==> config.mk <==
export PLATFORM = sky130hd
export DESIGN_NAME = lts_top
export DESIGN_NICKNAME = d
export VERILOG_FILES = /design/src/include/lts_pkg.sv /design/src/logic/lts_gap_timer.sv /design/src/logic/lts_top.sv
export SDC_FILE = /design/constraint.sdc
export NUM_CORES = 1
export LEC_CHECK = 0
export BUFFER_PORTS_ARGS = -buffer_cell sky130_fd_sc_hd__clkbuf_2
export CORE_MARGIN = 3
export CORE_UTILIZATION = 59
export CTS_BUF_LIST = sky130_fd_sc_hd__clkbuf_8 sky130_fd_sc_hd__clkbuf_16
export CTS_CLUSTER_SIZE = 14
export DETAILED_ROUTE_END_ITERATION = 7
export PLACE_DENSITY = 0.79
export SYNTH_ARGS = -nofsm -noshare
export SYNTH_HDL_FRONTEND = slang
export SYNTH_SLANG_ARGS = --single-unit
==> constraint.sdc <==
create_clock -name sys_clk -period 4.3 [get_ports sys_clk]
set_clock_uncertainty 0.15 [all_clocks]
set_input_delay 0.215 -clock sys_clk [delete_from_list [all_inputs] [get_ports sys_clk]]
set_output_delay 0.215 -clock sys_clk [all_outputs]
set_load 0.01 [all_outputs]
==> src/include/lts_pkg.sv <==
// Constants shared by the link time-out and start-up configuration logic.
package lts_pkg;
  localparam int unsigned CLK_HZ = 200_000_000;
  localparam int unsigned CLK_PER_MS = CLK_HZ / 1000;
  localparam int unsigned BAUD_9600 = 9600;
  localparam int unsigned BAUD_19200 = 19200;
  localparam int unsigned BAUD_38400 = 38400;
  // Bit times are least times, so they round up to whole cycles.
  localparam int unsigned BIT_CYC_9600 = (CLK_HZ + BAUD_9600 - 1) / BAUD_9600;
  localparam int unsigned BIT_CYC_19200 = (CLK_HZ + BAUD_19200 - 1) / BAUD_19200;
  localparam int unsigned BIT_CYC_38400 = (CLK_HZ + BAUD_38400 - 1) / BAUD_38400;
  localparam int unsigned GAP_BITS = 24;
  localparam int unsigned EXT_GAP_MS = 2;
  localparam int unsigned EXT_GAP_CYC = EXT_GAP_MS * CLK_PER_MS;
  localparam int unsigned BLINK_HALF_MS = 500;
  localparam int unsigned TMR_W = 24;

  // Switch element n sits at bit n-1 of an 8-bit switch bus.
  localparam int unsigned SW_BAUD_LO = 2;
  localparam int unsigned SW_BAUD_HI = 3;
  localparam int unsigned SW_PROTO = 4;
  localparam int unsigned SW_TMODE = 6;
  localparam int unsigned SW_FIXED = 7;
  localparam int unsigned SW_PROTO12_LO = 4;
  localparam logic [3:0] PROTO12_MODBUS = 4'h1;

  localparam logic [1:0] BAUD_CODE_9600 = 2'h0;
  localparam logic [1:0] BAUD_CODE_19200 = 2'h1;
  localparam logic [1:0] BAUD_CODE_38400 = 2'h2;

  localparam logic [1:0] HOLD_NONE = 2'h0;
  localparam logic [1:0] HOLD_KEEP = 2'h1;
  localparam logic [1:0] HOLD_RUN_START = 2'h2;
  localparam logic [1:0] HOLD_RESET = 2'h0;

  localparam logic [1:0] MODE_UNUSED = 2'h0;
  localparam logic [1:0] MODE_MONITOR = 2'h1;
  localparam logic [1:0] MODE_NORMAL = 2'h3;

  localparam logic [3:0] REG_CTRL = 4'h0;
  localparam logic [3:0] REG_MODE = 4'h4;
  localparam logic [3:0] REG_STATUS = 4'h8;
  localparam int unsigned CTRL_HOLD_LO = 0;
  localparam int unsigned CTRL_RUN = 8;
  localparam int unsigned STAT_MODBUS_LO = 0;
  localparam int unsigned STAT_EXT = 3;
  localparam int unsigned STAT_BUSY_LO = 4;
  localparam int unsigned STAT_READY = 7;
  localparam int unsigned STAT_SW3_LO = 8;
  localparam int unsigned STAT_SW12_LO = 16;
endpackage

==> src/logic/lts_gap_timer.sv <==
// Inter-character gap timer for one serial port.
`timescale 1ns/10ps
module lts_gap_timer #(
  parameter int unsigned W = lts_pkg::TMR_W
) (
  input wire logic sys_clk,
  input wire logic rst_n,
  input wire logic enable,
  input wire logic rx_char,
  input wire logic [W-1:0] limit,
  output logic frame_end,
  output logic busy
);
  logic [W-1:0] cnt_q;
  logic [W-1:0] cnt_d;
  logic busy_q;
  logic busy_d;
  logic end_q;
  logic end_d;

  always_comb begin
    cnt_d = cnt_q;
    busy_d = busy_q;
    end_d = 1'b0;
    if (!enable) begin
      cnt_d = '0;
      busy_d = 1'b0;
    end else if (rx_char) begin
      cnt_d = '0;
      busy_d = 1'b1;
    end else if (busy_q) begin
      if (cnt_q + W'(1) >= limit) begin
        end_d = 1'b1;
        busy_d = 1'b0;
        cnt_d = '0;
      end else begin
        cnt_d = cnt_q + W'(1);
      end
    end
  end

  always_ff @(posedge sys_clk or negedge rst_n) begin
    if (!rst_n) begin
      cnt_q <= '0;
      busy_q <= 1'b0;
      end_q <= 1'b0;
    end else begin
      cnt_q <= cnt_d;
      busy_q <= busy_d;
      end_q <= end_d;
    end
  end

  assign frame_end = end_q;
  assign busy = busy_q;
endmodule

==> src/logic/lts_top.sv <==
// Serial time-out selection, run/stop restore and run indicator logic.
//
// The implementer's own choices: strobed register access and the placing of the registers.
`timescale 1ns/10ps
module lts_top #(
  parameter int unsigned N_CH = 8,
  parameter int unsigned BIT_CYC_9600 = lts_pkg::BIT_CYC_9600,
  parameter int unsigned BIT_CYC_19200 = lts_pkg::BIT_CYC_19200,
  parameter int unsigned BIT_CYC_38400 = lts_pkg::BIT_CYC_38400,
  parameter int unsigned EXT_GAP_CYC = lts_pkg::EXT_GAP_CYC,
  parameter int unsigned MS_CYC = lts_pkg::CLK_PER_MS,
  parameter int unsigned BLINK_HALF_MS = lts_pkg::BLINK_HALF_MS
) (
  input wire logic sys_clk,
  input wire logic rst_n,
  input wire logic [7:0] port3_config_switch,
  input wire logic [7:0] port12_config_switch,
  input wire logic [2:0] rx_char,
  output logic [2:0] frame_end,
  output logic [2:0] port_modbus,
  input wire logic [1:0] saved_hold,
  input wire logic saved_run,
  input wire logic [2*N_CH-1:0] saved_mode,
  input wire logic [3:0] reg_addr,
  input wire logic [31:0] reg_wdata,
  input wire logic reg_wr,
  input wire logic reg_rd,
  output logic [31:0] reg_rdata,
  output logic [1:0] run_stop_hold_setting,
  output logic control_run,
  output logic [2*N_CH-1:0] op_mode,
  output logic [N_CH-1:0] control_active,
  output logic run_led,
  output logic startup_done
);
  localparam int unsigned W = lts_pkg::TMR_W;

  typedef enum logic [1:0] {
    LTS_ST_RESTORE,
    LTS_ST_ACTIVE
  } lts_state_e;

  // Switch pins are asynchronous to the clock, so each bit is synchronised.
  logic [15:0] sw_meta_q;
  logic [15:0] sw_sync_q;
  logic [7:0] sw3;
  logic [7:0] sw12;
  logic ext_mode;
  logic [2:0] modbus;
  logic [W-1:0] lim12;
  logic [W-1:0] lim3;
  logic [2:0] busy;

  always_ff @(posedge sys_clk or negedge rst_n) begin
    if (!rst_n) begin
      sw_meta_q <= 16'h0000;
      sw_sync_q <= 16'h0000;
    end else begin
      sw_meta_q <= {port12_config_switch, port3_config_switch};
      sw_sync_q <= sw_meta_q;
    end
  end

  assign sw3 = sw_sync_q[7:0];
  assign sw12 = sw_sync_q[15:8];
  assign ext_mode = sw3[lts_pkg::SW_TMODE];
  // A switch moved mid-frame changes the limit at once, so switches are expected to move
  // only while the line is idle.

  // Element 8 of the port three switch is left alone by the configurer, so it is read only into the status word.

  function automatic logic [W-1:0] gap_limit(input logic [1:0] baud, input logic ext);
    logic [W-1:0] bit_cyc;
    logic [W-1:0] lim;
    case (baud)
      lts_pkg::BAUD_CODE_19200: bit_cyc = W'(BIT_CYC_19200);
      lts_pkg::BAUD_CODE_38400: bit_cyc = W'(BIT_CYC_38400);
      // The forbidden speed code falls back to the slowest rate, the safest gap.
      default: bit_cyc = W'(BIT_CYC_9600);
    endcase
    // The slowest rate with the extension still fits the timer width with room to spare.
    lim = W'(bit_cyc * W'(lts_pkg::GAP_BITS));
    if (ext) begin
      lim = lim + W'(EXT_GAP_CYC);
    end
    return lim;
  endfunction

  // Ports one and two share a switch, so they share a protocol and a speed.
  assign modbus[0] = (sw12[lts_pkg::SW_PROTO12_LO +: 4] == lts_pkg::PROTO12_MODBUS);
  assign modbus[1] = modbus[0];
  assign modbus[2] = sw3[lts_pkg::SW_PROTO];
  assign lim12 = gap_limit(sw12[lts_pkg::SW_BAUD_HI:lts_pkg::SW_BAUD_LO], ext_mode);
  assign lim3 = gap_limit(sw3[lts_pkg::SW_BAUD_HI:lts_pkg::SW_BAUD_LO], ext_mode);

  // Every port has a timer of its own, since a master may talk on all three at once.
  for (genvar p = 0; p < 3; p++) begin : g_port
    lts_gap_timer #(
      .W(W)
    ) i_lts_gap_timer (
      .sys_clk(sys_clk),
      .rst_n(rst_n),
      .enable(modbus[p]),
      .rx_char(rx_char[p]),
      .limit((p == 2) ? lim3 : lim12),
      .frame_end(frame_end[p]),
      .busy(busy[p])
    );
  end

  assign port_modbus = modbus;

  // Start-up restore and the run/stop, mode and hold registers.
  lts_state_e state_q;
  lts_state_e state_d;
  logic [1:0] hold_q;
  logic [1:0] hold_d;
  logic run_q;
  logic run_d;
  logic [2*N_CH-1:0] mode_q;
  logic [2*N_CH-1:0] mode_d;
  logic [N_CH-1:0] act_q;
  logic [N_CH-1:0] act_d;

  // Each channel owns two adjacent bits of a mode vector, channel zero lowest.
  function automatic logic [1:0] chan_mode(
    input logic [2*N_CH-1:0] modes,
    input int c
  );
    return modes[2*c +: 2];
  endfunction

  // A register write counts only when the strobe meets the matching offset.
  function automatic logic wr_hit(
    input logic wr,
    input logic [3:0] addr,
    input logic [3:0] target
  );
    return wr && (addr == target);
  endfunction

  // The ready flag and the start-up output share one state decode.
  function automatic logic is_active(input lts_state_e st);
    return st == LTS_ST_ACTIVE;
  endfunction

  always_comb begin
    state_d = state_q;
    hold_d = hold_q;
    run_d = run_q;
    mode_d = mode_q;
    case (state_q)
      LTS_ST_RESTORE: begin
        // The backup memory is read only after reset release, never under reset.
        // The hold setting is kept as stored, an undefined value included, so software can
        // see what the backup memory held.
        hold_d = saved_hold;
        mode_d = saved_mode;
        state_d = LTS_ST_ACTIVE;
        case (saved_hold)
          lts_pkg::HOLD_NONE: begin
            run_d = 1'b0;
          end
          lts_pkg::HOLD_KEEP: run_d = saved_run;
          lts_pkg::HOLD_RUN_START: begin
            run_d = 1'b1;
            for (int c = 0; c < N_CH; c++) begin
              if (chan_mode(saved_mode, c) != lts_pkg::MODE_UNUSED) begin
                mode_d[2*c +: 2] = lts_pkg::MODE_MONITOR;
              end
            end
          end
          // An undefined hold value is treated like the no-hold case.
          default: run_d = 1'b0;
        endcase
      end
      LTS_ST_ACTIVE: begin
        // Writes are refused in the restore cycle so that the backup values land untouched.
        if (wr_hit(reg_wr, reg_addr, lts_pkg::REG_CTRL)) begin
          hold_d = reg_wdata[lts_pkg::CTRL_HOLD_LO +: 2];
          run_d = reg_wdata[lts_pkg::CTRL_RUN];
        end
        if (wr_hit(reg_wr, reg_addr, lts_pkg::REG_MODE)) begin
          mode_d = reg_wdata[2*N_CH-1:0];
        end
      end
      default: state_d = LTS_ST_RESTORE;
    endcase
    // Monitor channels stay passive even in run, since only normal mode drives an output.
    for (int c = 0; c < N_CH; c++) begin
      act_d[c] = run_d && (chan_mode(mode_d, c) == lts_pkg::MODE_NORMAL);
    end
  end

  always_ff @(posedge sys_clk or negedge rst_n) begin
    if (!rst_n) begin
      state_q <= LTS_ST_RESTORE;
      hold_q <= lts_pkg::HOLD_RESET;
      run_q <= 1'b0;
      mode_q <= '0;
      act_q <= '0;
    end else begin
      state_q <= state_d;
      hold_q <= hold_d;
      run_q <= run_d;
      mode_q <= mode_d;
      act_q <= act_d;
    end
  end

  assign run_stop_hold_setting = hold_q;
  assign control_run = run_q;
  assign op_mode = mode_q;
  assign control_active = act_q;
  assign startup_done = is_active(state_q);

  // Run indicator: a millisecond enable divides down to the blink half period.
  // It starts dark and blinks from reset release: it shows that clock and reset are alive,
  // not that a master is talking.
  logic [W-1:0] ms_cnt_q;
  logic [W-1:0] ms_cnt_d;
  logic [15:0] blink_cnt_q;
  logic [15:0] blink_cnt_d;
  logic led_q;
  logic led_d;
  logic ms_tick;

  always_comb begin
    ms_tick = (ms_cnt_q == W'(MS_CYC - 1));
    ms_cnt_d = ms_tick ? '0 : ms_cnt_q + W'(1);
    blink_cnt_d = blink_cnt_q;
    led_d = led_q;
    if (ms_tick) begin
      if (blink_cnt_q == 16'(BLINK_HALF_MS - 1)) begin
        blink_cnt_d = 16'h0000;
        led_d = ~led_q;
      end else begin
        blink_cnt_d = blink_cnt_q + 16'h0001;
      end
    end
  end

  always_ff @(posedge sys_clk or negedge rst_n) begin
    if (!rst_n) begin
      ms_cnt_q <= '0;
      blink_cnt_q <= 16'h0000;
      led_q <= 1'b0;
    end else begin
      ms_cnt_q <= ms_cnt_d;
      blink_cnt_q <= blink_cnt_d;
      led_q <= led_d;
    end
  end

  assign run_led = led_q;

  // Register read port: data stands in the cycle after the strobe, zero otherwise.
  // Reads have no side effects, so a master may poll the status word as often as it likes.
  logic [31:0] rdata_q;
  logic [31:0] rdata_d;

  always_comb begin
    rdata_d = 32'h0000_0000;
    if (reg_rd) begin
      case (reg_addr)
        lts_pkg::REG_CTRL: begin
          rdata_d[lts_pkg::CTRL_HOLD_LO +: 2] = hold_q;
          rdata_d[lts_pkg::CTRL_RUN] = run_q;
        end
        lts_pkg::REG_MODE: rdata_d[2*N_CH-1:0] = mode_q;
        lts_pkg::REG_STATUS: begin
          rdata_d[lts_pkg::STAT_MODBUS_LO +: 3] = modbus;
          rdata_d[lts_pkg::STAT_EXT] = ext_mode;
          rdata_d[lts_pkg::STAT_BUSY_LO +: 3] = busy;
          rdata_d[lts_pkg::STAT_READY] = is_active(state_q);
          rdata_d[lts_pkg::STAT_SW3_LO +: 8] = sw3;
          rdata_d[lts_pkg::STAT_SW12_LO +: 8] = sw12;
        end
        default: rdata_d = 32'h0000_0000;
      endcase
    end
  end

  always_ff @(posedge sys_clk or negedge rst_n) begin
    if (!rst_n) begin
      rdata_q <= 32'h0000_0000;
    end else begin
      rdata_q <= rdata_d;
    end
  end

  assign reg_rdata = rdata_q;
endmodule

-- Word-level counts from Yosys, hierarchy flattened
Cells that the tools add are included.
- latch bits: 0
- RAM bits: 0
- bits in registers: 204
- memories kept: 0
- bits in read-only memories: 0
- eq/ne operators: 24
- muxes and demuxes: 65
- add/sub/neg operators: 7
- reduce and logical (&&, ||, !) cells: 23
- $lt $le $gt $ge: 3
- $mul: 2
- shift-type cells: 0
- bitwise logic cells: 1
- div/mod/pow operators: 0
- operators by type and width (cell ; number):
    $mux 24 ; 16
    $add 24x1->24 const B ; 4
    $ge 24x24->1 ; 3
    $pmux 15 s2 ; 2
    $add 24x19->24 const B ; 2
    $mul 24x2->21 const B ; 2
    $mux 16 ; 3
    $pmux 16 s2 ; 1
    $mux 1 ; 25
    $eq 24x18->1 const B ; 1
    $eq 2x2->1 const B ; 11
    $mux 2 ; 9
    $reduce_bool 2->1 ; 9
    $add 16x1->16 const B ; 1
    $eq 16x9->1 const B ; 1
    $pmux 7 s2 ; 1
    $pmux 6 s2 ; 1
    $logic_and 1x1->1 ; 10
    $eq 2x1->1 const B ; 4
    $mux 8 ; 1
    $pmux 2 s2 ; 2
    $ne 3x2->1 const B ; 2
    $pmux 2 s3 ; 1
    $eq 4x1->1 const B ; 1
    10 further kinds ; 12

-- Depth between registers and ports, before layout
- word-level depth: 10
- depth in mapped cells: 16
- mapped depth without buffers: 15

-- By module
Synthesis repeated with hierarchy kept, for this count alone.
- cells, all modules: 1211
- area total of the unflattened synthesis: 11970.2 um^2
- by module, submodules not included (module ; cells each ; instances ; area an instance (um^2)):
    lts_top ; 470 ; 1 ; 5371.4
    lts_gap_timer (g_port[0].i_lts_gap_timer ...) ; 252 ; 2 ; 2213.4
    lts_gap_timer (g_port[2].i_lts_gap_timer) ; 237 ; 1 ; 2172.1

-- Worst setup path before layout
OpenSTA, ideal clock, no wires.
- path type: flip-flop to flip-flop
- start: reg g_port[2].i_lts_gap_timer.cnt_q[2]
- end: reg g_port[2].i_lts_gap_timer.cnt_q[15]
- arrival time: 3.409 ns
- library setup time: 0.082 ns
- stages on the path, launching flop included: 15
- period minus slack after synthesis: 3.641 ns
- setup slack: 0.659 ns
- required time: 4.068 ns
- cell sequence: dfrtp_1 > and3_1 > clkbuf_1 > nand3_1 > nor3_1 > nand3_1 > xnor2_1 > ha_1 > and4_1 > a221o_1 > a211o_1 > a211oi_2 > buf_2 > nand4b_1 > a31oi_1
- longest elaborated chain between the ends: 6
- RTL lines (item ; line ; source):
    from (decl) ; lts_gap_timer.sv:14 ; logic [W-1:0] cnt_q;
    from (signal assigned) ; lts_gap_timer.sv:48 ; cnt_q <= cnt_d;
    $add 24x1->24 (*) ; lts_gap_timer.sv:32, lts_gap_timer.sv:37 ;
    $ge 24x24->1 ; lts_gap_timer.sv:32 ; if (cnt_q + W'(1) >= limit) begin
    $mux 24 (*) ; lts_gap_timer.sv:32 ;
    $mux 24 (*) ; lts_gap_timer.sv:31 ; end else if (busy_q) begin
    $mux 24 (*) ; lts_gap_timer.sv:28 ; end else if (rx_char) begin
    $mux 24 (*) ; lts_gap_timer.sv:25 ; if (!enable) begin
Every way passes the cells marked *; elsewhere a longest branch is shown, timed or not. The select of a mux whose other input is x is not followed.
A chain may end at the register's enable or synchronous reset.

-- Worst setup path in the final report
- start: reg g_port[1].i_lts_gap_timer.cnt_q[4]
- end: reg g_port[1].i_lts_gap_timer.cnt_q[17]
- longest elaborated chain between the ends: 6
- RTL lines (item ; line):
    from (decl) ; lts_gap_timer.sv:14
    from (signal assigned) ; lts_gap_timer.sv:48
    $add 24x1->24 (*) ; lts_gap_timer.sv:32, lts_gap_timer.sv:37
    $ge 24x24->1 ; lts_gap_timer.sv:32
    $mux 24 (*) ; lts_gap_timer.sv:32
    $mux 24 (*) ; lts_gap_timer.sv:31
    $mux 24 (*) ; lts_gap_timer.sv:28
    $mux 24 (*) ; lts_gap_timer.sv:25
Marked as above.

==> flow_summary.ini <==
[worst_setup_path]
worst_path_max_delay_cell = dfrtp_1
crit_required_ps = 4580
crit_chain = nand3_1 -> nor4_1 -> buf_4 -> nand2b_1 -> or2_2 -> xnor2_1 -> ha_1 -> a21o_1 -> a21oi_1 -> nor2_1 -> a211oi_1 -> o2111ai_1 -> or3_1 -> o211ai_1
cp_max_fo = 7
critical_path.endpoint_type = flip-flop
worstSetupStartpointType = flip-flop
r2r_slack_ps = 400
critical_path_class = reg -> reg
crit_arrival_ps = 4180
slowest_delay_ps = 470

[global_routing]
grtUsageTotal_pct = 27.1
grt_pass1_vias = 9010
grt_pass1_wl_mm = 45.1
grt_max_degree = 115
antenna_found_initial = 0
overflow = 0

[clock_network]
tritoncts = built
h-tree-depth = 1
cts-root-buf = clkbuf_16
path_clk_slew_ps = 60
clk_latency_ps = 520
postCtsSetupBuffers = 0
cts_buffers = 23
clockBufferDepth = 3
cts_sinks = 203

[synthesis]
ys_warn_count = 0
synth_seq_area_share_pct = 45.9
synth.distinct_cells = 63
netlist_instances = 1100
syn_area_per_cell_um2 = 10.1
yosysTopAreaCellShare_pct = 45.9
async_reset_ff_share_pct = 100
synth_flop_cell = dfrtp_1
synth-edff-count = 0
yosysTopAreaCell = dfrtp_1
ys_top_cells_by_area = dfrtp_1, ha_1, xnor2_1
netlist_area_mm2 = 0.0111
ys_ff_latch = 203

[sta]
setup_viol = 0
fmax_mhz = 256
min_period_over_period_pct = 90.7
max_slew_margin_pct = 20.9
tightest_slew_ps = 1180
timing.setup.tns_ps = 0
rsz0062_at_grt = no
slew_viol_final = 0
hold_viol = 0
fin_ws_ps = 398
whs_ps = 51.7
finalCriticalPeriod_ps = 3900

[detailed_routing]
wl_per_cell_um = 18.0
drt-met1-wl_mm = 11.6
drc = 0
dr_wl_met2_mm = 13.7
final_antenna_net_count = 0
wl_met3_mm = 1.15
drt_iter0_markers = 567
vias_per_cell = 5.88
routed.top_layer = met4
dr.pass1.iters = 5
wl_mm = 27.3
vias = 8909

[layout]
antenna_cells = 0
final_common_cell = dfrtp_1
fin_cells = 1514
fillers = 1249
drive_gt1_share_pct = 17.7
area_growth_pct = 19.4
final_nets = 1414
finish.utilization_pct = 72.5
mostFrequentLayoutCells = dfrtp_1, clkbuf_2, nand2_1, nand3_1, ha_1
stdcell_area_mm2 = 0.0132

[power_and_ir_drop]
power_density_mw_per_mm2 = 330
ir_drop_uv = 364
combPwrFrac_pct = 8.0
pwr-share-clk_pct = 46.2
power_switching_mw = 1.05
p_seq_share_pct = 45.7
power_mw = 4.36
swShare_pct = 24.1
leakage_nw = 6.32
p_int_mw = 3.31

[placed_design]
dpl_cell_area_mm2 = 0.0118
io_buffer_count = 120
dp_worst_setup_slack_ps = 479
place_hpwl_mm = 16.9
dp_cells = 1413
gp_congestion = 0.835

[floorplan]
initial_core_util_pct = 60.7
core_mm2 = 0.0182
row_count = 49
dieHeight_um = 143
io_pins = 145
die_width_um = 143
die_area_mm2 = 0.0204

[outcome]
status = completed

[run]
maxCapViolations = 0

[min_path]
hp-class = in -> reg
## registers in the layout, indices dropped and copies added, names as in the netlist
signal,flops
blink_cnt_q,16
control_active,8
control_run,1
g_port.i_lts_gap_timer.busy,3
g_port.i_lts_gap_timer.cnt_q,72
g_port.i_lts_gap_timer.frame_end,3
ms_cnt_q,24
op_mode,16
reg_rdata,24
run_led,1
run_stop_hold_setting,2
state_q,1
sw_meta_q,16
sw_sync_q,16
## cell type report
cell class                 count  area [um2]  share of cell area [%]
sequential                   203        5080                    38.5
timing repair buffer         200        1380                    10.4
multi-input combinational    818        5600                    42.4
inverter                      24        90.1                   0.682
clock inverter                15         173                    1.31
tap                          229         287                    2.17
clock buffer                  25         603                    4.57
## cell families (layout without fill, tap and decap cells)
group                      Yosys count  count (layout)  share of synthesized area [%]
adders and majority gates           66              66                           7.47
AOI/OAI and AO/OA                  192             192                           11.6
other                                2               9                         0.0679
muxes                               29              29                           2.77
and+or+nand+nor                    436             436                           21.6
DFF                                203             203                           45.9
xor gates and xnor gates            86              86                           6.81
buffers and inverters               86             264                           3.77
## layer usage
metal	GRT usage (%)	up-vias
met2	47.6	243
met5	0	-
met1	35.0	4379
met3	3.78	61
met4	8.00	0
li1	-	4226
## cell usage after synthesis, types with 9 or more instances
cell type / number
a21o_1: 9
nand3_1: 67
ha_1: 66
o21ai_0: 33
nand4_1: 22
mux2i_1: 16
nand3_2: 13
a22o_1: 34
clkbuf_1: 30
nor4_1: 11
a211oi_1: 10
a21oi_1: 59
buf_4: 16
and3_1: 33
buf_2: 9
nand2b_1: 30
nor2_1: 53
and2_1: 18
xor2_1: 39
mux2_2: 13
nand2_1: 105
a21oi_2: 10
dfrtp_1: 203
inv_1: 24
xnor2_1: 47
nor3_1: 21
a31oi_1: 13
## worst max-delay path: cells and delay by family, from the launching register on
kind / cells / cell delay, ps
XOR/XNOR: 1 / 140
flip-flops: 1 / 470
AO/OA/AOI/OAI: 5 / 1080
buffers and inverters: 1 / 180
adder cells (fa/ha/maj): 1 / 310
AND/OR/NAND/NOR: 6 / 1470
## final timing paths
kind / from / to / depth (start not counted)
max reg2reg: g_port[1].i_lts_gap_timer.cnt_q[4] / g_port[1].i_lts_gap_timer.cnt_q[17] / 14
min in group asynchronous: rst_n / g_port[2].i_lts_gap_timer.cnt_q[3] / 2
max: g_port[1].i_lts_gap_timer.cnt_q[4] / g_port[1].i_lts_gap_timer.cnt_q[17] / 14
max in group asynchronous: rst_n / sw_sync_q[14] / 3
min reg2reg: sw_meta_q[11] / sw_sync_q[11] / 0
min: reg_addr[2] / reg_rdata[8] / 3
## power groups by stage
| stage | registers, mW | logic (mW) | clock network (mW) |
|---|---|---|---|
| global route | 2.00 | 0.387 | 2.11 |
| detailed placement | 2.02 | 0.282 | 0 |
| CTS | 1.99 | 0.338 | 2.03 |
| floorplan | 2.02 | 0.149 | 0 |
| finish | 1.99 | 0.351 | 2.01 |
| global placement | 2.02 | 0.275 | 0 |
## repair_timing
item                                   in CTS  in global routing
gates resized for setup                     0                  0
endpoints found under the hold margin     159                  0
hold buffers                               61                  0
No activity file was read; power rests on OpenSTA's default activity.
